### src/fbex_defs.svh
// Constants of the flag and branch execution unit.
// Assumes inclusion by bare name from the package and the design files.
`ifndef FBEX_DEFS_SVH
`define FBEX_DEFS_SVH
`define FBEX_DATA_W        24
`define FBEX_PC_W          13
`define FBEX_PC_LIMIT      13'h1FFF
`define FBEX_BIT_IDX_MAX   5'h17
`define FBEX_LEN_FLAG      2'h1
`define FBEX_CYC_FLAG      3'h1
`define FBEX_LEN_REL       2'h2
`define FBEX_CYC_REL       3'h3
`define FBEX_LEN_ABS       2'h3
`define FBEX_CYC_ABS       3'h4
`define FBEX_SIGN_BIT      23
`define FBEX_ZERO_WORD     24'h000000
`endif

### src/fbex_pkg.sv
// Types of the flag and branch execution unit.
// Assumes fbex_defs.svh is on the include path.
`include "fbex_defs.svh"
package fbex_pkg;
   typedef enum logic [2:0] {
      FBEX_OP_NONE, FBEX_OP_GETFLAG, FBEX_OP_JUMP,
      FBEX_OP_BIT_LOW, FBEX_OP_BIT_HIGH, FBEX_OP_NO_CARRY
   } fbex_op_t;
   typedef enum logic [1:0] {FBEX_REG_X, FBEX_REG_Y, FBEX_REG_Z, FBEX_REG_R} fbex_reg_sel_t;
   typedef struct packed {
      logic                     valid;
      fbex_op_t                 op;
      logic                     absolute;
      fbex_reg_sel_t            reg_sel;
      logic [4:0]               bit_idx;
      logic [`FBEX_PC_W-1:0]    target;
      logic [`FBEX_PC_W-1:0]    pc;
   } fbex_instr_t;
   typedef struct packed {
      logic [`FBEX_DATA_W-1:0]  x;
      logic [`FBEX_DATA_W-1:0]  y;
      logic [`FBEX_DATA_W-1:0]  z;
      logic [`FBEX_DATA_W-1:0]  r;
   } fbex_regs_t;
   typedef struct packed {
      logic                     sign;
      logic                     nonzero;
      logic                     carry;
   } fbex_flags_t;
   typedef struct packed {
      logic                     done;
      logic                     pc_load;
      logic [`FBEX_PC_W-1:0]    pc_next;
      logic                     flags_we;
      fbex_flags_t              flags;
      logic [1:0]               length;
      logic [2:0]               cycles;
      logic                     illegal;
   } fbex_result_t;
endpackage : fbex_pkg

### src/fbex_regpick.sv
// Picks one working register and tests one of its bits.
// Assumes a registered file of four working registers on the same clock.
`include "fbex_defs.svh"
`default_nettype none
module fbex_regpick
   import fbex_pkg::*;
(
   input  wire fbex_pkg::fbex_regs_t    regs,
   input  wire fbex_pkg::fbex_reg_sel_t sel,
   input  wire logic [4:0]              bit_idx,
   output logic [`FBEX_DATA_W-1:0]      word,
   output logic                         bit_val,
   output logic                         idx_bad
);
   always_comb begin
      case (sel)
         FBEX_REG_X: word = regs.x;
         FBEX_REG_Y: word = regs.y;
         FBEX_REG_Z: word = regs.z;
         default:    word = regs.r;
      endcase
   end
   assign idx_bad = (bit_idx > `FBEX_BIT_IDX_MAX);
   // Out-of-range index reads as zero rather than wrapping
   assign bit_val = idx_bad ? 1'b0 : word[bit_idx];
endmodule : fbex_regpick
`default_nettype wire

### src/fbex_exec.sv
// Flag-from-register and jump execution for the measurement CPU.
// Assumes decode hands one instruction per valid pulse with its own pc.
`include "fbex_defs.svh"
`default_nettype none
module fbex_exec (
   input  wire logic                 clk,
   input  wire logic                 rst_b,
   input  wire fbex_pkg::fbex_instr_t instr,
   input  wire fbex_pkg::fbex_regs_t  regs,
   input  wire fbex_pkg::fbex_flags_t flags_in,
   output var fbex_pkg::fbex_result_t result
);
   import fbex_pkg::*;

   typedef struct packed {
      logic [1:0]   rst_sync;
      fbex_result_t res;
   } fbex_state_t;

   fbex_state_t             st_q;
   fbex_state_t             st_d;
   logic                    rst_int_b;
   logic [`FBEX_DATA_W-1:0] word;
   logic                    bit_val;
   logic                    idx_bad;

   // Instruction class, at most one op class set per cycle; is_bit_op, is_branch and is_known group them
   logic                    is_flag;
   logic                    is_jump;
   logic                    is_bit_low;
   logic                    is_bit_high;
   logic                    is_no_carry;
   logic                    is_bit_op;
   logic                    is_branch;
   logic                    is_known;

   // Per-instruction outcome, settled before the clock edge
   logic                    take;
   logic                    bad;
   logic [1:0]              len;
   logic [2:0]              cyc;
   logic [`FBEX_PC_W-1:0]   fall_pc;
   logic [`FBEX_PC_W-1:0]   dest_pc;
   fbex_flags_t             flags_new;

   assign rst_int_b = st_q.rst_sync[1];

   fbex_regpick i_fbex_regpick (
      .regs    (regs),
      .sel     (instr.reg_sel),
      .bit_idx (instr.bit_idx),
      .word    (word),
      .bit_val (bit_val),
      .idx_bad (idx_bad)
   );

   // Decode: unused op codes fall to no class and give no done
   always_comb begin
      is_flag     = 1'b0;
      is_jump     = 1'b0;
      is_bit_low  = 1'b0;
      is_bit_high = 1'b0;
      is_no_carry = 1'b0;
      case (instr.op)
         FBEX_OP_GETFLAG: begin
            is_flag = 1'b1;
         end
         FBEX_OP_JUMP: begin
            is_jump = 1'b1;
         end
         FBEX_OP_BIT_LOW: begin
            is_bit_low = 1'b1;
         end
         FBEX_OP_BIT_HIGH: begin
            is_bit_high = 1'b1;
         end
         FBEX_OP_NO_CARRY: begin
            is_no_carry = 1'b1;
         end
         default: begin
            is_flag = 1'b0;
         end
      endcase
   end

   assign is_bit_op = is_bit_low | is_bit_high;
   assign is_branch = is_jump | is_bit_op | is_no_carry;
   assign is_known  = is_flag | is_branch;

   // Encoded size and execution time of each variant
   // Bit tests only exist in the long form, so the absolute flag is ignored for them
   always_comb begin
      if (!is_known) begin
         len = 2'h0;
         cyc = 3'h0;
      end else if (is_flag) begin
         len = `FBEX_LEN_FLAG;
         cyc = `FBEX_CYC_FLAG;
      end else if (is_bit_op) begin
         len = `FBEX_LEN_ABS;
         cyc = `FBEX_CYC_ABS;
      end else if (instr.absolute) begin
         len = `FBEX_LEN_ABS;
         cyc = `FBEX_CYC_ABS;
      end else begin
         len = `FBEX_LEN_REL;
         cyc = `FBEX_CYC_REL;
      end
   end

   // Branch condition for each kind of jump
   always_comb begin
      take = 1'b0;
      case (instr.op)
         FBEX_OP_JUMP: begin
            take = 1'b1;
         end
         FBEX_OP_BIT_LOW: begin
            take = ~bit_val;
         end
         FBEX_OP_BIT_HIGH: begin
            take = bit_val;
         end
         FBEX_OP_NO_CARRY: begin
            take = ~flags_in.carry;
         end
         default: begin
            take = 1'b0;
         end
      endcase
   end

   // Top address 1FFF of the 8 kB space is refused for FBEX_OP_JUMP only, not for bit or carry branches; a refused jump loads nothing
   assign bad = (is_jump & (instr.target == `FBEX_PC_LIMIT))
              | (is_bit_op & idx_bad);

   // Untaken branch falls through past its own bytes
   assign fall_pc = instr.pc + {{(`FBEX_PC_W-2){1'b0}}, len};
   assign dest_pc = (take & ~bad) ? instr.target : fall_pc;

   // Only flags are written; the register file stays untouched
   always_comb begin
      flags_new = flags_in;
      if (is_flag) begin
         flags_new.sign    = word[`FBEX_SIGN_BIT];
         flags_new.nonzero = (word != `FBEX_ZERO_WORD);
      end
   end

   // Pulses drop every cycle; levels hold until the next valid instruction
   always_comb begin
      st_d = st_q;
      st_d.rst_sync = {st_q.rst_sync[0], 1'b1};
      st_d.res.done     = 1'b0;
      st_d.res.pc_load  = 1'b0;
      st_d.res.flags_we = 1'b0;
      st_d.res.illegal  = 1'b0;
      if (instr.valid) begin
         st_d.res.flags   = flags_new;
         st_d.res.pc_next = dest_pc;
         st_d.res.length  = len;
         st_d.res.cycles  = cyc;
         if (is_known) begin
            st_d.res.done     = 1'b1;
            st_d.res.flags_we = is_flag;
            st_d.res.illegal  = bad;
            st_d.res.pc_load  = ~bad;
         end
      end
      // Outputs stay quiet until the synchronised reset has let go
      if (!rst_int_b) begin
         st_d.res = '0;
      end
   end

   always_ff @(posedge clk or negedge rst_b) begin
      if (!rst_b) begin
         st_q <= '0;
      end else begin
         st_q <= st_d;
      end
   end

   assign result = st_q.res;
endmodule : fbex_exec
`default_nettype wire

### config.mk
export PLATFORM = sky130hd
export DESIGN_NAME = fbex_exec
export DESIGN_NICKNAME = d
export VERILOG_FILES = /design/src/fbex_pkg.sv /design/src/fbex_regpick.sv /design/src/fbex_exec.sv
export VERILOG_INCLUDE_DIRS = /design/src
export SDC_FILE = /design/constraint.sdc
export NUM_CORES = 1
export LEC_CHECK = 0
export BUFFER_PORTS_ARGS = -buffer_cell sky130_fd_sc_hd__buf_4
export CORE_UTILIZATION = 35
export CTS_CLUSTER_SIZE = 20
export DETAILED_ROUTE_END_ITERATION = 10
export PLACE_DENSITY_LB_ADDON = 0.2
export SYNTH_ARGS = -nofsm -noshare
export SYNTH_HDL_FRONTEND = slang
export SYNTH_SLANG_ARGS = --single-unit
### constraint.sdc
create_clock -name clk -period 1.54 [get_ports clk]
set_input_delay 0.308 -clock clk [delete_from_list [all_inputs] [get_ports clk]]
set_output_delay 0.308 -clock clk [all_outputs]
set_load 0.02 [all_outputs]
* Word level (Yosys, flattened, before mapping)
Cells that the tools add are included.
Operators by class: add/subtract/negate cells 1, magnitude comparators 2, eq/ne operators 9, mux-type cells 25, bitwise gates (word level) 11, reductions and logical operators 2
Operators with widths (count):
- case mux 24 bit (3 select lines) | 1
- two-way mux 25 bit | 2
- nonzero test 24 bit | 1
- adder 13 x 2 -> 13 bit | 1
- == test 13 bit (second input constant) | 1
- two-way mux 13 bit | 1
- two-way mux 3 bit | 4
- two-way mux 1 bit | 11
- two-way mux 2 bit | 4
- == test 3 x 2 -> 1 bit (second input constant) | 2
- == test 3 bit (second input constant) | 2
- < comparator 5 x 6 -> 1 bit (second input constant) | 1
- binary-select mux 1 bit (select 5 bit) | 1
- greater-than comparator 5 bit (second input constant) | 1
- OR 1 bit | 5
- case mux 1 bit (4 select lines) | 1
- AND 1 bit | 3
- == test 3 x 1 -> 1 bit (second input constant) | 1
- NOT 1 bit | 3
- == test 2 x 1 -> 1 bit (second input constant) | 1
- == test 2 bit (second input constant) | 1
- zero test 2 bit | 1
- inequality test 2 bit (second input constant) | 1
Storage, ports and cells: bits in registers 27, input bits 139, logic and storage cells 61

* Longest topological paths before layout
Gate-level depths: netlist (run 1).
depth in word-level cells 11, mapped depth 13

* Modules after synthesis
A second synthesis (run 1) with hierarchy kept.
Second synthesis, totals: cells, all modules 245, area, all modules 2727.6 um2
By module, submodules not included:
- fbex_exec | instances 1, cells an instance 171, area an instance 1622.8 um2, seq. area each 675.6 um2
- fbex_regpick | instances 1, cells an instance 74, area an instance 1104.8 um2, seq. area each 0.0 um2

* Least setup slack after synthesis (run 1)
Ideal clock, no wire load.
kind input to register, start point input port instr[31] in the netlist's numbering, end point register st_q (netlist bit result[14]), setup time 0.126 ns, arrival time 2.479 ns, slack -1.065 ns, stages on the path 10, path buffers 3, cell sequence buf_6 -> buf_12 -> mux4_2 -> mux4_2 -> o21ai_2 -> o22a_2 -> o211a_1 -> nor2_2 -> buf_6 -> a221o_1
Between the ends: word-level cells in the longest chain between the ends 11
RTL lines:
- start, declared | RTL line fbex_exec.sv:8 | input wire fbex_pkg::fbex_instr_t instr,
- == test 2 bit, or another cell as far along | RTL line fbex_regpick.sv:16 | case (sel)
- case mux 24 bit (3 select lines) * | RTL line fbex_regpick.sv:16
- binary-select mux 1 bit (select 5 bit) * | RTL line fbex_regpick.sv:25 | assign bit_val = idx_bad ? 1'b0 : word[bit_idx];
- two-way mux 1 bit (not written as such) * | RTL line fbex_regpick.sv:25
- two-way mux 1 bit * | RTL line fbex_regpick.sv:25
- NOT 1 bit | RTL line fbex_exec.sv:119 | take = ~bit_val;
- case mux 1 bit (4 select lines) * | RTL line fbex_exec.sv:114 | case (instr.op)
- AND 1 bit * | RTL line fbex_exec.sv:139 | assign dest_pc = (take & ~bad) ? instr.target : fall_pc;
- two-way mux 13 bit * | RTL line fbex_exec.sv:139
- two-way mux 25 bit * | RTL line fbex_exec.sv:158 | if (instr.valid) begin
- two-way mux 25 bit * | RTL line fbex_exec.sv:171 | if (!rst_int_b) begin
- end signal, assigned | RTL line fbex_exec.sv:180 | st_q <= st_d;
- end, declared | RTL line fbex_exec.sv:20 | fbex_state_t st_q;
Every way passes the cells marked *; elsewhere a longest branch is shown, timed or not. The select of a mux whose other input is x is not followed. A chain may end at the register's enable or synchronous reset.

* Final worst setup path (run 1)
start point input port instr[31] in the netlist's numbering, end point register st_q (netlist bit result[12])
Same word-level chain as after synthesis.

==> results.toml, run 1 <==
[outcome]
outcome = "complete, but fails checks"
failed_checks = "setup timing"

[worst_setup_path]
critPathLaunch = "instr[31]"
cp.required_ns = 1.71
timing.critical_path.from_type = "input port"
critical_path_peak_fanout = 7
setup.worst_path.end = "result[12]"
setup.worst_path.end_class = "register"
worst_r2r_startpoint = "rst_int_b"
critPathArrivalTime_ns = 2.55
regToRegSetupSlack_ns = 0.17
critical_path_class = "in2reg"
timing.reg2reg.worst_path_depth = 4
reg2reg_end = "result[1]"

[synth]
synth_cell_types = 54
synth_xor_area_share_pct = 2.894
syn_nets = 421
area_contributors_post_synth = "dfrtp_1 25%, mux4_2 12%, mux4_1 8.7%"
muxShareOfSynthArea_pct = 24.48
avgSynthCellArea_um2 = 9.763
postSynthCellCount = 279
post_synth_and_or_nand_nor_area_fraction_pct = 25.82
ys_seq_elements = 27
synth_compound_gate_area_share_pct = 15.02
synth_warnings = 0
synth.yosys.seq_area_share_pct = 24.80
ffs_w_async_s_r_synth_pct = 100.0
netlist.area_leader.share_pct = 24.80
synth.cell_area_mm2 = 0.002724
synth_top_family_by_area = "simple AND/OR/NAND/NOR gates"
synth_area_leader_cell = "dfrtp_1"
synth_edf_count = 0
share_of_synthesized_cell_area_in_full_adder_half_adder_and_majority_cells_pct = 1.654
postSynth.topFlopCell = "dfrtp_1"

[global_routing]
globalRouteMet3Util_pct = 3.892
grt_first_pass_wirelength_um = 15680
global_route.overflow_total = 0
antenna_violations_before_repair = 0
grt_busiest_layer = "met2"
use_met1_pct = 26.12
global_route.usage.total_pct = 23.87
global_route.usage.met2_pct = 46.56
first_global_vias = 3339
largest_net_degree_at_the_start_of_global_routing = 28

[power_and_ir_drop]
leakagePower_nw = 2.259
design_power_total_mw = 2.447
vdd_ir_drop_max_mv = 0.2825
powerDensity_mw_per_mm2 = 508.7

[clock_network]
path_clk_slew_ns = 0.09
clk-insertion-delay-late_ns = 0.28
clock_tree.root_cell = "clkbuf_8"
cts_max_level = 1
number_of_buffers_added_by_the_clock_tree_synthesis_step = 3
cts_buffer_depth = 2
tritoncts = "yes"
clock_sink_count = 27

[final_layout]
n_antenna_cell = 0
finish.utilization_pct = 65.28
area.growth.synth_to_final_pct = 76.62
design.final.nets = 628
commonest_non_fill_non_tap_cell_in_the_layout = "buf_4"
most-common-layout-cells = "209 x buf_4, 27 x dfrtp_1, 22 x nand2_1"
final_layout_size_suffix_gt1_share_pct = 57.94

[timing]
final_period_minus_worst_setup_slack_ns = 2.386
hold_viol = 0
max_slew.worst_pin.slew_ns = 0.5313
skew_ns = 0.004124
timing.slew.headroom_pct = 64.21
maxSlewViolCount = 0
period_share_pct = 155.0
max_freq_mhz = 419.1
setup_viol_count_final = 15
min_setup_slack_post_route_ns = -0.8463
rsz_0062_raised_after_global_routing = "true"

[floorplanning]
pin_count = 164
die_h_um = 90.22
dieArea_mm2 = 0.008140
dieWidth_um = 90.22
core_area_mm2 = 0.007370
initial_utilization_pct = 36.96
placementRows = 31

[detailed_routing]
dr_total_vias = 3159
post_drt_wl_per_cell_um = 17.13
drcViolationCount = 0
drt.antenna.violating_nets = 0
drt_wl_total_um = 10000
vias_per_cell = 5.409
dr.first_iter.drc_count = 149
detailed_router_iteration_count_before_antenna_repair = 4

[placed_design]
portbufs = 163
hpwlAfterDp_um = 7809
routabilityCongestion = 0.9027

[flow_run]
maxCapViolations = 0

[hold_path]
hold_path_class = "in2reg"
==> cells in the mapped netlist (3+ instances only) <==
| library cell | number |
|---|---|
| nand3_1 | 18 |
| and3_1 | 13 |
| o22ai_1 | 3 |
| and2_1 | 4 |
| nand2_1 | 22 |
| buf_2 | 4 |
| dfrtp_1 | 27 |
| mux2i_1 | 7 |
| clkbuf_1 | 13 |
| o211a_1 | 4 |
| nand2b_1 | 10 |
| mux4_2 | 15 |
| nand4b_1 | 3 |
| xnor2_1 | 8 |
| nor4_1 | 12 |
| a21oi_1 | 9 |
| nor2_1 | 14 |
| a31oi_1 | 5 |
| nor3b_1 | 3 |
| buf_6 | 4 |
| o211ai_1 | 6 |
| nand4_1 | 8 |
| mux4_1 | 9 |
| nor3_1 | 6 |
| o21ai_0 | 6 |
| a221o_1 | 4 |
| nor2b_1 | 8 |
==> critical path, stage by stage <==
cell and delay (ns):
buf_16 0.12, bufbuf_16 0.26, mux2i_1 0.13, a221o_1 0.37
a21oi_2 0.16, nor4_2 0.07, o22a_2 0.22, buf_6 0.12
o211ai_4 0.36, a21oi_2 0.10, a311o_1 0.33
==> cell type report <==
| class | instances | area [um^2] |
|---|---|---|
| Clock buffer | 3 | 41.29 |
| Fill cell | 608 | 2559 |
| Multi-Input combinational cell | 228 | 2121 |
| Inverter | 2 | 7.507 |
| Sequential cell | 27 | 675.6 |
| Tap cell | 99 | 123.9 |
| Timing Repair Buffer | 224 | 1837 |
| Clock inverter | 1 | 5.005 |
==> logic make-up (layout without fill, tap and decap cells) <==
family	count (synthesis)	after routing
other cells	1	1
flops	27	27
simple gates	127	127
mux	33	33
compound gates	55	55
fa+ha+maj	3	3
buf+inv	24	230
xor+xnor	9	9
==> timing repair <==
action	in CTS	in global routing
pin swaps	18	13
setup endpoints to repair	14	16
cloned	3	1
hold buffers	1	0
endpoints found under the hold margin	27	0
setup buffers	8	2
gates resized for setup	42	25
==> flip-flops by register name, indices dropped and copies added, names as in the netlist <==
register and cells:
rst_int_b 1, st_d 1, result 25
==> per-stage QoR <==
step / TNS (ns) / cell area [um^2] / instances / hold WS (ns) / setup slack [ns]
6_report: -10.49 / 4811 / 584 / 0.3060 / -0.8463
5_1_grt: -11.69 / 4811 / 584 / 0.3102 / -0.9215
4_1_cts: -9.338 / 4632 / 581 / 0.3002 / -0.7659
3_5_place_dp: -18.81 / 4283 / 565 / 0.2489 / -1.468
3_3_place_gp: -18.18 / 4283 / 565 / 0.2446 / -1.372
2_1_floorplan: -12.96 / 2733 / 279 / 0.01241 / -1.039
==> layer usage <==
layer  vias to the layer above  share of wire, %
met3                        10               6.9
met1                      1489                37
met5                         -                 0
met4                         0               1.4
met2                       147                55
li1                       1513                 -
==> worst min-delay path by stage <==
stage	startpoint	end	slack, ns	cells past startpoint
floorplan	rst_b	result[0]	0.01	0
global placement	rst_b	result[24]	0.24	1
detailed placement	rst_b	result[11]	0.25	1
CTS	instr[16]	result[13]	0.30	3
global route	instr[13]	result[10]	0.31	3
finish	instr[16]	result[13]	0.31	3
==> power by group <==
part,leakage [nW],switching [mW],internal [mW]
Clock,0.0255,0.233,0.182
Sequential,0.357,0.0315,0.759
Combinational,1.88,0.528,0.714
No activity file was read; power rests on OpenSTA's default activity.
==> run 2: changes to the inputs <==
--- a/config.mk
+++ b/config.mk
@@ -13,4 +13,5 @@
 export PLACE_DENSITY_LB_ADDON = 0.2
 export SYNTH_ARGS = -nofsm -noshare
 export SYNTH_HDL_FRONTEND = slang
+export SYNTH_HIERARCHICAL = 1
 export SYNTH_SLANG_ARGS = --single-unit
==> run 2 against run 1 <==
Effect of this change:
- the flow still finishes with violations (setup timing)
- clock skew is 0.00054 ns lower
- core utilization is 2.0 points lower
- critical path depth unchanged
- register-to-register slack gained 0.15 ns
- critical path type unchanged
- sequential power barely moved
- via count fell by 3.6%
- highest routed layer unchanged
- sequential share of layout area up 0.36 points
- global-route usage barely moved
- total power decreased by 0.65%
==> results.toml, run 2 <==
[hold_path]
timing.hold.worst_endpoint = "result[10]"
hold_path_class = "in2reg"
whs_path_depth = 2
source_of_the_worst_hold_timing_path = "instr[37]"

[synth]
synth_cell_types = 50
ys_seq_elements = 27
postSynth.topFlopCell = "dfrtp_1"
post-synth-top-count-cell = "mux4_2"
netlist.area_leader.share_pct = 30.55
synth_warnings = 6
area_contributors_post_synth = "mux4_2 31%, dfrtp_1 25%, mux2i_1 5.1%"
syn_nets = 387
ffs_w_async_s_r_synth_pct = 100.0
synth.cell_area_mm2 = 0.002728
synth_area_leader_cell = "mux4_2"
synth.yosys.seq_area_share_pct = 24.77
synth_edf_count = 0
postSynthCellCount = 245
avgSynthCellArea_um2 = 11.13
synth_commonest_cells = "37 x mux4_2, 27 x dfrtp_1, 22 x nand2_1"

[power_and_ir_drop]
vdd_ir_drop_max_mv = 0.3061
powerDensity_mw_per_mm2 = 518.4
leakagePower_nw = 2.137

[global_routing]
global_route.overflow_total = 0
first_global_vias = 3293
largest_net_degree_at_the_start_of_global_routing = 28
antenna_violations_before_repair = 0
global_route.usage.total_pct = 23.84
grt_first_pass_wirelength_um = 15590

[timing]
setup_tns_ns = -13.62
maxSlewViolCount = 0
rsz_0062_raised_after_global_routing = "true"
max_freq_mhz = 383.2
hold_viol = 0
period_share_pct = 169.4
skew_ns = 0.003582
final_period_minus_worst_setup_slack_ns = 2.609
setup_viol_count_final = 14
min_setup_slack_post_route_ns = -1.069

[detailed_routing]
post_drt_wl_per_cell_um = 17.69
drt.antenna.violating_nets = 0
dr_total_vias = 3045
detailed_router_iteration_count_before_antenna_repair = 4
drcViolationCount = 0
dr.first_iter.drc_count = 104
drt_wl_total_um = 9749
vias_per_cell = 5.526

[clock_network]
cts_buffer_depth = 2
clk-insertion-delay-late_ns = 0.27
number_of_buffers_added_by_the_clock_tree_synthesis_step = 3
path_clk_slew_ns = 0.09
clock_tree.root_cell = "clkbuf_8"
cts_max_level = 1
clock_sink_count = 27
tritoncts = "yes"

[floorplanning]
pin_count = 164
dieArea_mm2 = 0.008150
placementRows = 31
initial_utilization_pct = 36.82
core_area_mm2 = 0.007408
dieWidth_um = 90.28
die_h_um = 90.28

[worst_setup_path]
critical_path_peak_fanout = 7
timing.critical_path.from_type = "input port"
critPathMaxStageDelay_ns = 0.52
setup.worst_path.end_class = "register"
regToRegSetupSlack_ns = 0.32
critical_path_class = "in2reg"
worst_r2r_startpoint = "rst_int_b"
cell_occurring_most_often_along_the_worst_timing_path = "mux4_2"
worstPathCellList = "buf_16, mux4_2, mux4_2, a211oi_2, nor3_2, o32a_1, a221oi_4, buf_4, buf_12, mux2i_1, a21oi_1"
timing.reg2reg.worst_path_depth = 4
critical-path-top-delay-family = "multiplexers"
critPathArrivalTime_ns = 2.77
cp.required_ns = 1.70
critical-path-slowest-cell = "mux4_2"
reg2reg_end = "result[21]"
critPathBufInv = 3

[final_layout]
fillerInstances = 604
ff_latch_area_um2 = 675.6
final_layout_size_suffix_gt1_share_pct = 62.39
area_of_combinational_cells_with_multiple_inputs_mm2 = 0.001982
commonest_non_fill_non_tap_cell_in_the_layout = "buf_4"
area.growth.synth_to_final_pct = 71.97
n_antenna_cell = 0
largest_register_ffs = 25
most-common-layout-cells = "214 x buf_4, 37 x mux4_2, 27 x dfrtp_1"
design.final.nets = 595

[placed_design]
post-place-ws_ns = -1.523
hpwlAfterDp_um = 7829
portbufs = 163
routabilityCongestion = 0.8762

[outcome]
outcome = "complete, but fails checks"
failed_checks = "setup timing"

[flow_run]
maxCapViolations = 0
## run 2: power breakdown
part,internal (mW),switching (mW)
combinational,0.732,0.513
clock,0.185,0.215
sequential,0.758,0.0282
total,1.68,0.755
## run 2: worst max path at each step
stage,from,slack (ns),depth (start not counted),to
6_report,instr[31],-1.07,11,result[12]
3_3_place_gp,instr[31],-1.39,12,result[10]
3_5_place_dp,instr[31],-1.52,12,result[12]
4_1_cts,instr[31],-1.04,10,result[12]
2_1_floorplan,instr[31],-1.14,10,result[10]
5_1_grt,instr[31],-1.15,14,result[12]
## run 2: repair_timing
| item | 4_1_cts | 5_1_grt |
|---|---|---|
| hold endpoints to repair | 27 | 0 |
| pin swaps | 1 | 4 |
| cloned | 2 | 2 |
| setup buffers | 1 | 3 |
| endpoints found under the setup margin | 15 | 15 |
| gates resized for setup | 14 | 7 |
| hold buffers | 1 | 0 |
## run 2: metrics by stage
step / power, mW / hold WS [ns] / std cells / utilization (%) / cell area [um^2]
after floorplan: 1.340 / 0.01241 / 245 / - / 2760
after global placement: 1.924 / 0.2405 / 539 / 59.85 / 4434
after CTS: 2.406 / 0.3091 / 547 / 62.08 / 4599
final: 2.431 / 0.3213 / 551 / 63.32 / 4691
after global routing: 2.554 / 0.3202 / 551 / 63.32 / 4691
after detailed placement: 1.944 / 0.2408 / 539 / 59.85 / 4434
## run 2: cells by family after synthesis
group / Yosys count / share of synthesized area, %
AOI/OAI and AO/OA: 40 / 11.74
xor gates and xnor gates: 11 / 3.532
adders and majority gates: 3 / 1.651
buffers and inverters: 29 / 5.412
DFF: 27 / 24.77
muxes: 51 / 35.69
other: 1 / 0.1375
and+or+nand+nor: 83 / 17.06
## run 2: area by class of cell
cell class              count  area share (%)
multi-input cells         189           42.25
repair buffers            225           39.18
flip-flops and latches     27           14.40
well taps                  99           2.641
clock buffers               4          0.9603
inverters                   7          0.5601
## run 2: worst register-to-register path: cells and delay by family (launching register included)
family,cells,cell delay [ns]
buf+inv,1,0.21
flops,1,0.40
simple gates,3,0.55
## run 2: layer usage
layer / global-route usage [%] / wire, um / vias up
li1: - / - / 1414
met4: 5.914 / 178 / 0
met5: 0 / 0 / -
met1: 27.79 / 3728 / 1474
met3: 4.545 / 636 / 17
met2: 44.66 / 5206 / 140
==> run 3: changes to the inputs <==
--- a/config.mk
+++ b/config.mk
@@ -8,6 +8,7 @@
 export LEC_CHECK = 0
 export BUFFER_PORTS_ARGS = -buffer_cell sky130_fd_sc_hd__buf_4
 export CORE_UTILIZATION = 35
+export CTS_CLUSTER_DIAMETER = 80
 export CTS_CLUSTER_SIZE = 20
 export DETAILED_ROUTE_END_ITERATION = 10
 export PLACE_DENSITY_LB_ADDON = 0.2
==> constraint.sdc (replaced) <==
create_clock -name clk -period 3.4 [get_ports clk]
set_input_delay 0.68 -clock clk [delete_from_list [all_inputs] [get_ports clk]]
set_output_delay 0.68 -clock clk [all_outputs]
set_load 0.02 [all_outputs]
==> run 3 against run 2 <==
Effect of this change:
- the run now ends clean
- critical path depth increased by 1
- critical endpoint unchanged
- largest cell class unchanged
- sequential power down 54%
- count of clock-buffer cells in the layout decreased by 1
==> results.toml, run 3 (synthesized netlist as in run 2, its figures left out) <==
[outcome]
outcome = "finished, final reports clean"

[power_and_ir_drop]
switching_power_mw = 0.3141
combPwrFrac_pct = 46.2
power.sequential.fraction_pct = 35.9
leakagePower_nw = 1.807
clkPwrFrac_pct = 17.9
powerDensity_mw_per_mm2 = 245.4
power.internal_mw = 0.6864
power_switching_share_pct = 31.39
vdd_ir_drop_max_mv = 0.1162

[clock_network]
clk-insertion-delay-late_ns = 0.27
clock_tree.root_cell = "clkbuf_8"
cts_setup_buffers = 0
cts_buffer_depth = 2
hold_buffer_count_at_cts = 0
path_clk_slew_ns = 0.09
clock_sink_count = 27
tritoncts = "yes"
cts_max_level = 1
cts_repair_resize_count = 0
number_of_buffers_added_by_the_clock_tree_synthesis_step = 3

[timing]
maxSlewViolCount = 0
hold_viol = 0
timing.slew.headroom_pct = 53.10
skew_ns = 0.007525
period_share_pct = 92.55
rsz_0062_raised_after_global_routing = "false"
final.hold.worst_slack_ns = 0.3049
max_slew.worst_pin.slew_ns = 0.6970
max_freq_mhz = 317.8
final_period_minus_worst_setup_slack_ns = 3.147
setup_viol_count_final = 0

[worst_setup_path]
timing.critical_path.depth = 12
reg2reg_end = "result[1]"
critPathMaxStageDelay_ns = 0.55
critPathBufInv = 2
critical_path_class = "in2reg"
worstPathCellList = "buf_4, mux4_2, mux2i_1, a2111oi_0, nor4_1, nor3_1, nand3b_1, a21o_1, a221oi_4, buf_12, mux2i_1, a21oi_1"
setup.worst_path.end_class = "register"
critical-path-slowest-cell = "a2111oi_0"
critical-path-top-delay-family = "compound AO/OA/AOI/OAI gates"
critPathArrivalTime_ns = 3.30
cell_occurring_most_often_along_the_worst_timing_path = "mux2i_1"
critical_path_peak_fanout = 24
worst_r2r_startpoint = "rst_int_b"
regToRegSetupSlack_ns = 1.45
cp.required_ns = 3.56
timing.reg2reg.worst_path_depth = 4
timing.critical_path.from_type = "input port"

[flow_run]
maxCapViolations = 0

[global_routing]
first_global_vias = 2861
grt_first_pass_wirelength_um = 14410
global_route.overflow_total = 0
antenna_violations_before_repair = 0
largest_net_degree_at_the_start_of_global_routing = 29
global_route.usage.total_pct = 22.00

[final_layout]
commonest_non_fill_non_tap_cell_in_the_layout = "buf_4"
finalInstanceArea_mm2 = 0.004078
most-common-layout-cells = "168 x buf_4, 37 x mux4_2, 27 x dfrtp_1"
area.growth.synth_to_final_pct = 49.50
design.final.nets = 540
largest_register_ffs = 25
n_antenna_cell = 0
finish.utilization_pct = 55.04
final_layout_size_suffix_gt1_share_pct = 54.41

[floorplanning]
pin_count = 164
die_h_um = 90.28
dieWidth_um = 90.28
dieArea_mm2 = 0.008150
core_area_mm2 = 0.007408
placementRows = 31
initial_utilization_pct = 36.82

[placed_design]
dpl_cell_area_mm2 = 0.004031
portbufs = 163
hpwlAfterDp_um = 7485
routabilityCongestion = 0.8772

[detailed_routing]
dr.first_iter.drc_count = 110
drt_wl_total_um = 8936
drcViolationCount = 0
post_drt_wl_per_cell_um = 18.02
detailed_router_iteration_count_before_antenna_repair = 4
drt.antenna.violating_nets = 0
vias_per_cell = 5.675
dr_total_vias = 2815

[hold_path]
hold_path_class = "in2async"
run 3: metrics by stage:
step | power (mW) | setup TNS (ns) | instances | setup WS [ns]
CTS | 1.008 | 0 | 496 | 0.2021
floorplan | 0.6027 | 0 | 245 | 0.2350
finish | 1.001 | 0 | 496 | 0.2535
global route | 1.055 | 0 | 496 | 0.1121
global placement | 0.8222 | 0 | 492 | 0.004334
detailed placement | 0.8279 | -0.2790 | 492 | -0.1126
run 3: worst max path at each step:
stage | startpoint | end | slack (ns)
after floorplan | instr[31] | result[10] | 0.24
after global placement | instr[31] | result[12] | 0.004
after detailed placement | instr[31] | result[12] | -0.11
after CTS | instr[31] | result[12] | 0.20
after global routing | instr[31] | result[12] | 0.11
final | instr[31] | result[12] | 0.25
run 3: final cells by class:
type | count | area, um^2
inverters | 7 | 26.28
clock buffers | 3 | 41.29
repair buffers | 170 | 1301
flip-flops and latches | 27 | 675.6
well taps | 99 | 123.9
fillers | 694 | 3331
clock inverters | 1 | 5.005
multi-input cells | 189 | 1904
run 3: worst register-to-register path, stage by stage (launching register included):
cell     delay, ns
dfrtp_1       0.75
nand2_1       0.45
a211o_1       0.44
inv_1         0.12
a22o_1        0.13
run 3: power groups by stage:
| stage | clock [mW] | combinational [mW] | sequential, mW |
|---|---|---|---|
| 3_3_place_gp | 0 | 0.457 | 0.366 |
| 2_1_floorplan | 0 | 0.215 | 0.388 |
| 6_report | 0.180 | 0.462 | 0.359 |
| 5_1_grt | 0.196 | 0.496 | 0.363 |
| 4_1_cts | 0.185 | 0.464 | 0.359 |
| 3_5_place_dp | 0 | 0.462 | 0.366 |
run 3: layer usage:
layer  vias to the layer above  track usage (%)  part of all wire [%]
li1                       1308                -                     -
met1                      1366            27.32                    40
met2                       135            40.08                    51
met3                         6            4.461                   7.6
met4                         0            3.226                  0.68
met5                         -                0                     0
